--- src/hdl/pmf_consts.svh ---
// Offsets, field positions, reset values and codes of the power-mode and fault registers
`ifndef PMF_CONSTS_SVH
`define PMF_CONSTS_SVH

`define PMF_ADDR_W 15
`define PMF_OFS_MODE_TWO 15'h029A
`define PMF_OFS_MODE_THREE 15'h029B
`define PMF_OFS_MODE_FOUR 15'h029C
`define PMF_OFS_SUMMARY 15'h02C0
`define PMF_OFS_FLAGS 15'h02C1
`define PMF_OFS_MASK 15'h02C2

`define PMF_CODE_TWO_LOW 8'h06
`define PMF_CODE_TWO_HIGH 8'h0F
`define PMF_CODE_THREE_LOW 8'h00
`define PMF_CODE_THREE_HIGH 8'h04
`define PMF_CODE_FOUR_LOW 8'h14
`define PMF_CODE_FOUR_HIGH 8'h1B

`define PMF_NUM_FLAGS 6
`define PMF_FLAGS_RESET 6'h3F
`define PMF_MASK_RESET 8'h3F
`define PMF_SUMMARY_RESET 1'h0
`define PMF_BIT_CLK 0
`define PMF_BIT_REALIGN 2
`define PMF_BIT_LINK 3
`define PMF_BIT_SPLL 4
`define PMF_BIT_FIFO 5

`endif

--- src/hdl/pmf_pkg.sv ---
// Types shared by the power-mode and fault register logic
`include "pmf_consts.svh"
package pmf_pkg;
	typedef logic [7:0] pmf_byte_t;
	typedef logic [`PMF_NUM_FLAGS-1:0] pmf_flags_t;
	typedef logic [`PMF_ADDR_W-1:0] pmf_addr_t;

	typedef struct packed {
		pmf_byte_t modeTwo;
		pmf_byte_t modeThree;
		pmf_byte_t modeFour;
		pmf_byte_t mask;
		pmf_flags_t flags;
		logic summary;
		logic calPin;
		logic lowPower;
		pmf_byte_t rdData;
		logic rdValid;
		logic laneClr;
	} pmf_state_t;
endpackage

--- src/hdl/pmf_fault_flags.sv ---
// Next value of the sticky write-one-to-clear fault flags
`timescale 1ns/1ps
`include "pmf_consts.svh"
module pmf_fault_flags
	import pmf_pkg::*;
(
	input wire pmf_flags_t flagsCur,
	input wire pmf_flags_t faultSet,
	input wire pmf_flags_t clearBits,
	input wire logic softReset,
	output pmf_flags_t flagsNxt
);
	// Per-bit drivers land on a net so the output port keeps a single driver
	wire pmf_flags_t nxtBits;
	genvar i;
	generate
		for (i = 0; i < `PMF_NUM_FLAGS; i = i + 1) begin : gFlag
			assign nxtBits[i] = softReset | faultSet[i] | (flagsCur[i] & ~clearBits[i]);
		end
	endgenerate
	assign flagsNxt = nxtBits;
endmodule

--- src/hdl/pmf_regs.sv ---
// Power-mode selection registers and fault flag aggregation
// Notes on behaviour
// - Mode two register: 0x06 reduced power, 0x0F high performance, resets high.
// - Mode three register: 0x00 reduced power, 0x04 high performance, resets high.
// - Mode four register: 0x14 reduced power, 0x1B high performance, resets high.
// - Other mode codes are reserved; stored as written, effect undefined.
// - Summary bit 0 is one when any unmasked flag is set; resets zero.
// - Select input routes summary onto calibration status pin as interrupt.
// - Fault flags reset to 0x3F; cleared by writes, never by reads.
// - Bit 5 sets on lane FIFO overflow or underflow; write one clears.
// - Mask bit one keeps matching flag out of summary; mask resets 0x3F.
// - Bit 4 sets while serializer PLL is unlocked; write one clears.
// - Bit 2 sets when reference input realigns internal clocks; write one clears.
// - Power-on or software reset sets every fault flag.
`timescale 1ns/1ps
`include "pmf_consts.svh"
module pmf_regs
	import pmf_pkg::*;
(
	input wire logic clk_sys,
	input wire logic rst_n,
	input wire logic softReset,
	input wire pmf_addr_t regAddr,
	input wire logic regWr,
	input wire logic regRd,
	input wire pmf_byte_t regWrData,
	output pmf_byte_t regRdData,
	output logic regRdValid,
	input wire logic divMismatch,
	input wire logic linkFault,
	input wire logic realignEvent,
	input wire logic serPllUnlocked,
	input wire logic laneFifoError,
	input wire logic calStatusSel,
	input wire logic calDone,
	output logic calibrationStatusPin,
	output pmf_byte_t powerCodeTwo,
	output pmf_byte_t powerCodeThree,
	output pmf_byte_t powerCodeFour,
	output logic lowPowerActive,
	output logic laneFifoClear
);
	pmf_state_t st_r;
	pmf_state_t st_nxt;
	pmf_flags_t faultSet;
	pmf_flags_t clearBits;
	pmf_flags_t flagsNxt;
	logic wrFlags;

	assign faultSet = {laneFifoError, serPllUnlocked, linkFault, realignEvent, 1'b0, divMismatch};

	assign wrFlags = regWr && (regAddr == `PMF_OFS_FLAGS);
	assign clearBits = wrFlags ? regWrData[`PMF_NUM_FLAGS-1:0] : '0;

	pmf_fault_flags uFlags (
		.flagsCur(st_r.flags),
		.faultSet(faultSet),
		.clearBits(clearBits),
		.softReset(softReset),
		.flagsNxt(flagsNxt)
	);

	always_comb begin
		st_nxt = st_r;
		st_nxt.flags = flagsNxt;
		st_nxt.rdValid = regRd;
		st_nxt.laneClr = wrFlags && regWrData[`PMF_BIT_FIFO];
		if (regWr) begin
			unique case (regAddr)
				`PMF_OFS_MODE_TWO: begin
					st_nxt.modeTwo = regWrData;
				end
				`PMF_OFS_MODE_THREE: begin
					st_nxt.modeThree = regWrData;
				end
				`PMF_OFS_MODE_FOUR: begin
					st_nxt.modeFour = regWrData;
				end
				`PMF_OFS_MASK: begin
					st_nxt.mask = regWrData;
				end
				default: begin
				end
			endcase
		end
		// One clock behind flags and mask
		st_nxt.summary = |(st_r.flags & ~st_r.mask[`PMF_NUM_FLAGS-1:0]);
		st_nxt.calPin = calStatusSel ? st_r.summary : calDone;
		// Mixed codes count as high performance, the safer reading
		st_nxt.lowPower = (st_r.modeTwo == `PMF_CODE_TWO_LOW) && (st_r.modeThree == `PMF_CODE_THREE_LOW)
			&& (st_r.modeFour == `PMF_CODE_FOUR_LOW);
		st_nxt.rdData = 8'h00;
		if (regRd) begin
			unique case (regAddr)
				`PMF_OFS_MODE_TWO: begin
					st_nxt.rdData = st_r.modeTwo;
				end
				`PMF_OFS_MODE_THREE: begin
					st_nxt.rdData = st_r.modeThree;
				end
				`PMF_OFS_MODE_FOUR: begin
					st_nxt.rdData = st_r.modeFour;
				end
				`PMF_OFS_SUMMARY: begin
					st_nxt.rdData = {7'h00, st_r.summary};
				end
				`PMF_OFS_FLAGS: begin
					st_nxt.rdData = {2'h0, st_r.flags};
				end
				`PMF_OFS_MASK: begin
					st_nxt.rdData = st_r.mask;
				end
				default: begin
					st_nxt.rdData = 8'h00;
				end
			endcase
		end
	end

	always_ff @(posedge clk_sys or negedge rst_n) begin
		if (!rst_n) begin
			st_r.modeTwo <= `PMF_CODE_TWO_HIGH;
			st_r.modeThree <= `PMF_CODE_THREE_HIGH;
			st_r.modeFour <= `PMF_CODE_FOUR_HIGH;
			st_r.mask <= `PMF_MASK_RESET;
			st_r.flags <= `PMF_FLAGS_RESET;
			st_r.summary <= `PMF_SUMMARY_RESET;
			st_r.calPin <= 1'b0;
			st_r.lowPower <= 1'b0;
			st_r.rdData <= 8'h00;
			st_r.rdValid <= 1'b0;
			st_r.laneClr <= 1'b0;
		end else begin
			st_r <= st_nxt;
		end
	end

	assign regRdData = st_r.rdData;
	assign regRdValid = st_r.rdValid;
	assign calibrationStatusPin = st_r.calPin;
	assign powerCodeTwo = st_r.modeTwo;
	assign powerCodeThree = st_r.modeThree;
	assign powerCodeFour = st_r.modeFour;
	assign lowPowerActive = st_r.lowPower;
	assign laneFifoClear = st_r.laneClr;
endmodule
--- config.mk ---
export PLATFORM = sky130hd
export DESIGN_NAME = pmf_regs
export DESIGN_NICKNAME = d
export VERILOG_FILES = /design/src/hdl/pmf_pkg.sv /design/src/hdl/pmf_fault_flags.sv /design/src/hdl/pmf_regs.sv
export VERILOG_INCLUDE_DIRS = /design/src /design/src/hdl
export SDC_FILE = /design/constraint.sdc
export NUM_CORES = 1
export LEC_CHECK = 0
export BUFFER_PORTS_ARGS = -buffer_cell sky130_fd_sc_hd__buf_2
export CAP_MARGIN = 20
export CORE_ASPECT_RATIO = 0.6
export CORE_UTILIZATION = 45
export CTS_BUF_LIST = sky130_fd_sc_hd__clkbuf_8
export DETAILED_ROUTE_END_ITERATION = 8
export PLACE_DENSITY = 0.7
export SLEW_MARGIN = 10
export SYNTH_ARGS = -nofsm -noshare
export SYNTH_HDL_FRONTEND = slang
export SYNTH_HIERARCHICAL = 1
export SYNTH_SLANG_ARGS = --single-unit
export TNS_END_PERCENT = 50
--- constraint.sdc ---
create_clock -name clk_sys -period 4 [get_ports clk_sys]
set_clock_uncertainty 0.2 [all_clocks]
set_input_delay 0.6 -clock clk_sys [delete_from_list [all_inputs] [get_ports clk_sys]]
set_output_delay 0.6 -clock clk_sys [all_outputs]
set_load 0.03 [all_outputs]
Word-level counts from Yosys, hierarchy flattened
Index checks and enable logic that the tools add are counted.

Flip-flop bits (word level): 51. Bits of input ports: 35. Output and inout bits: 36. Logic and storage cells: 58.

Eq/ne operators: 8. Mux-type cells: 4. Bitwise gates (word level): 25. Reductions and logical operators: 10.

Operator list (count): == test 15 x 10 -> 1 bit (second input constant) (6); case mux 8 bit (6 select lines) (1); OR 1 bit (11); == test 8 x 3 -> 1 bit (second input constant) (1); == test 8 x 5 -> 1 bit (second input constant) (1); zero test 8 bit (1); 2-to-1 mux 8 bit (1); AND reduction 2 bit (4); AND 1 bit (6); AND 6 bit (1); 2-to-1 mux 6 bit (1); NOT 1 bit (6); NOT 6 bit (1); OR reduction 6 bit (1); logical AND 1 bit (4); 2-to-1 mux 1 bit (1).

Longest topological paths before layout
Depth after elaboration: 6. Gate-level depth with buffers: 6. Mapped depth without buffers: 4.

Hierarchy
The synthesis kept the hierarchy.

Modules (own cells, without submodules): pmf_regs (instances 1, cells each 212, area each 2627.5 um^2, sequential area each 1302.5 um^2); pmf_fault_flags (instances 1, cells each 18, area each 75.1 um^2, sequential area each 0.0 um^2).

Worst setup path after synthesis
OpenSTA, ideal clock, no wires.

Path type: input to register. From: input port regAddr[10]. To: register st_r (netlist bit powerCodeFour[2]). Library setup time: 0.125 ns. Arrival time: 2.183 ns. Data required time: 3.675 ns. Path slack: 1.492 ns. Stages: 5. Path buffers: 1. Cell sequence: or4_1 > buf_6 > nor4_4 > nand2_4 > mux2_2.

Cells in the longest elaborated chain, start to end: 2.

RTL lines: from (decl) (RTL line pmf_regs.sv:23) `input wire pmf_addr_t regAddr,`; == test 15 x 10 -> 1 bit (RTL line pmf_regs.sv:69) `unique case (regAddr)`; AND reduction 2 bit (no source line); to (signal assigned) (RTL line pmf_regs.sv:134) `st_r <= st_nxt;`; to (decl) (RTL line pmf_regs.sv:43) `pmf_state_t st_r;`.

Every way passes these cells. A chain may end at the register's enable or synchronous reset.

Worst setup path in the final report
From: input port regAddr[10]. To: register st_r (netlist bit powerCodeTwo[7]).

The elaborated chain is that of the path after synthesis.

==> summary.md <==
| Metric | Value |
|---|---|
| FF/Latch Area | `0.00130 mm2` |
| Mapped cell area | `0.00270 mm2` |
| Layout fillers | `approximately 520` |
| Yosys Warn Count | `6` |
| CP required | `3.99 ns` |
| Clock root buffer master | `clkbuf_8` |
| Die width | `102 um` |
| Register area share after synthesis | `48.2%` |
| Max Slew Vio Count | `0` |
| Dpl hpwl | `4550 um` |
| First-pass GRT wire length | `just under 10000 um` |
| Core area | `0.00568 mm2` |
| Clock-pin slew on the worst setup and hold paths | `~0.090 ns` |
| Cell with the most instances after synthesis | `mux2_2` |
| Cells after synthesis | `230` |
| Critical path arrival | `2.72 ns` |
| Number of synthesized register bits | `51` |
| Pwr Total | `0.904 mW` |
| CP Cell Sequence | `buf_2 -> or4_1 -> nor4_1 -> nand3_1 -> mux2_2` |
| Worst path max stage delay | `0.72 ns` |
| Initial DRT Pass Iterations | `4` |
| Multi-input gate area | `0.00107 mm2` |
| Full die area | `~0.0063 mm2` |
| Post-DR vias/cell | `5.48` |
| Syn-to-layout area delta | `11.3%` |
| Total track usage | `21.8%` |
| Crit share post-route | `around two thirds` |
| Post-route cell area | `approximately 0.0030 mm2` |
| Pwr dens | `around 300 mW/mm2` |
| Grt total ovfl | `0` |
| Multiplexer area fraction after synthesis | `17.0%` |
| TritonCTS Sinks | `51` |
| CP endpoint kind | `flip-flop` |
| Utilization after layout | `53.0%` |
| FFs w/ async S/R, synth | `100%` |
| Starting DRT DRC Count | `~110` |
| Tmin final | `2.72 ns` |
| Clk Latency, worst-skew pair | `0.31 ns` |
| Post_cts resized | `0` |
| Dpl cell area | `0.00291 mm2` |
| Fin. Hold Viols | `0` |
| # port buffers | `70` |
| Nets@finish | `307` |
| Post-synth cell types | `39` |
| RSZ-0062 raised after global routing | `no` |
| Leading area contributor after synthesis | `dfrtp_1` |
| Top cell type's share of synthesized area | `27.8%` |
| LEAKAGE | `1.56 nW` |
| Mapped Nets | `approximately 270` |
| Max-Cap Viols | `0` |
| Final setup viols | `0` |
| Number of flops mapped to enable cells by yosys | `0` |
| Die Y-Extent | `approximately 62 um` |
| Synth Area per Inst | `11.8 um2` |
| Crit path buf inv count | `1` |
| Main combinational cell family by area after synthesis | `multiplexers` |
| Delay-heaviest family, CP | `simple AND/OR/NAND/NOR gates` |
| Setup crit start kind | `input port` |
| Crit path max fanout | `8` |
| Vias | `around 1.9k` |
| Worst ir drop on vdd | `129 uV` |
| Setup bufs post-CTS | `0` |
| Num rows | `21` |
| Adder-cell share of the synthesized area | `0%` |
| Outcome | `finished, final reports clean` |
| Final wirelength | `6360 um` |
| Number of global-route vias before repair | `1826` |
| Largest net degree at the start of global routing | `43` |
| Routability-driven placement congestion ratio | `around 0.85` |
| WL/cell | `around 18 um` |
| CP max-delay cell | `or4_1` |
| Commonest cells in the netlist | `40 x mux2_2, 32 x buf_4, 30 x dfrtp_1, 21 x dfstp_2, 14 x inv_1` |
| Hold Crit Class | `input port to asynchronous set/reset pin` |
| Initial antenna violation count | `0` |
| Setup_tns | `0 ns` |
| Slew HR | `37.8%` |
| Antenna diodes | `0` |
| Post-Synth XOR/XNOR Area | `0%` |
| ANT nets after route | `0` |
| Fmax | `367 MHz` |
| Share of cells above drive strength 1 | `54.9%` |
| # hold bufs at CTS | `0` |
| H-tree levels | `2` |
| Largest buffer count on any clock path | `2` |
| Slew @ Worst Pin | `0.933 ns` |
| Num CTS Buffers | `5` |
| CTS tree | `built` |
| Dominant cells by area after synthesis | `dfrtp_1 28%, dfstp_2 20%, mux2_2 17%, buf_4 8.9%, a22oi_1 2.2%` |
| Residual DRC | `0` |
| Commonest register cell after synthesis | `dfrtp_1` |
| Compound-Gate Fraction of Synth Area | `8.66%` |
| Simple-Gate Fraction of Synth Area | `13.8%` |
| Critical path type | `input port to flip-flop` |
| Initial core utilization | `47.6%` |
| Io pins | `around 70` |
-- logic make-up after synthesis --
family	Yosys count
muxes	41
AOI/OAI and AO/OA	32
and+or+nand+nor	52
DFF	51
buffers and inverters	53
other	1
-- per-stage QoR --
step	cells	hold slack (ns)	worst slack [ns]
3_5_place_dp	345	0.289	0.987
6_report	353	0.221	1.28
5_1_grt	353	0.243	1.21
2_1_floorplan	230	0.104	1.49
3_3_place_gp	345	0.284	0.940
4_1_cts	353	0.240	1.31
-- final timing paths --
path | start | endpoint | slack (ns) | depth (start not counted)
setup / recovery | regAddr[10] | powerCodeTwo[7]$_DFFE_PN0P_ | 1.28 | 5
hold / removal | rst_n | regRdData[1]$_DFF_PN0_ | 0.22 | 1
setup reg to reg | st_r[23]$_DFFE_PN1P_ | st_r[12]$_DFF_PN0_ | 2.51 | 3
hold reg to reg | st_r[16]$_DFF_PN1_ | st_r[16]$_DFF_PN1_ | 0.31 | 2
max in group asynchronous | rst_n | st_r[24]$_DFFE_PN1P_ | 2.58 | 2
min in group clk_sys | regRd | regRdValid$_DFF_PN0_ | 0.24 | 1
-- metal layers --
layer	vias to the layer above	part of all wire (%)	global-route usage, %
met2	84	39	30.0
met5	-	0	0
met3	10	8.4	4.25
met1	954	51	34.0
li1	888	-	-
met4	0	1.0	6.94
-- layout by cell type (no fill, tap or decap), types with 2 or more instances in the layout --
master | synthesis | final
a211oi_1 | 7 | 7
a22oi_1 | 8 | 8
a32oi_1 | 5 | 5
and3_1 | 6 | 6
buf_2 | 1 | 70
buf_4 | 32 | 4
clkbuf_8 | 0 | 7
dfrtp_1 | 30 | 30
dfstp_2 | 21 | 21
inv_1 | 14 | 15
mux2_2 | 40 | 40
nand2_1 | 4 | 4
nand2_4 | 2 | 2
nand2b_1 | 2 | 2
nand3_1 | 3 | 3
nor2_1 | 10 | 10
nor3_1 | 3 | 3
nor4_1 | 5 | 5
nor4_4 | 2 | 2
nor4b_1 | 2 | 2
o21ai_0 | 6 | 6
o22ai_1 | 2 | 2
or4bb_1 | 5 | 5
-- sequential cells by signal (all words and copies together), names as in the netlist --
| signal | count |
|---|---|
| calibrationStatusPin | 1 |
| laneFifoClear | 1 |
| lowPowerActive | 1 |
| powerCodeFour | 8 |
| powerCodeThree | 8 |
| powerCodeTwo | 8 |
| regRdData | 8 |
| regRdValid | 1 |
| st_r | 15 |
-- power breakdown --
part	total, mW	switching (mW)	internal, mW
clock network	0.327	0.171	0.156
logic	0.0583	0.0376	0.0207
registers	0.518	0.000578	0.518
total	0.904	0.210	0.694
-- layout make-up --
cell class,count,area share [%]
well taps,80,3.33
clock buffers,7,3.20
multi-input cells,126,35.6
clock inverters,1,0.125
inverters,14,1.75
flip-flops and latches,51,43.3
repair buffers,74,12.6
Power figures use the tool's default switching activity.
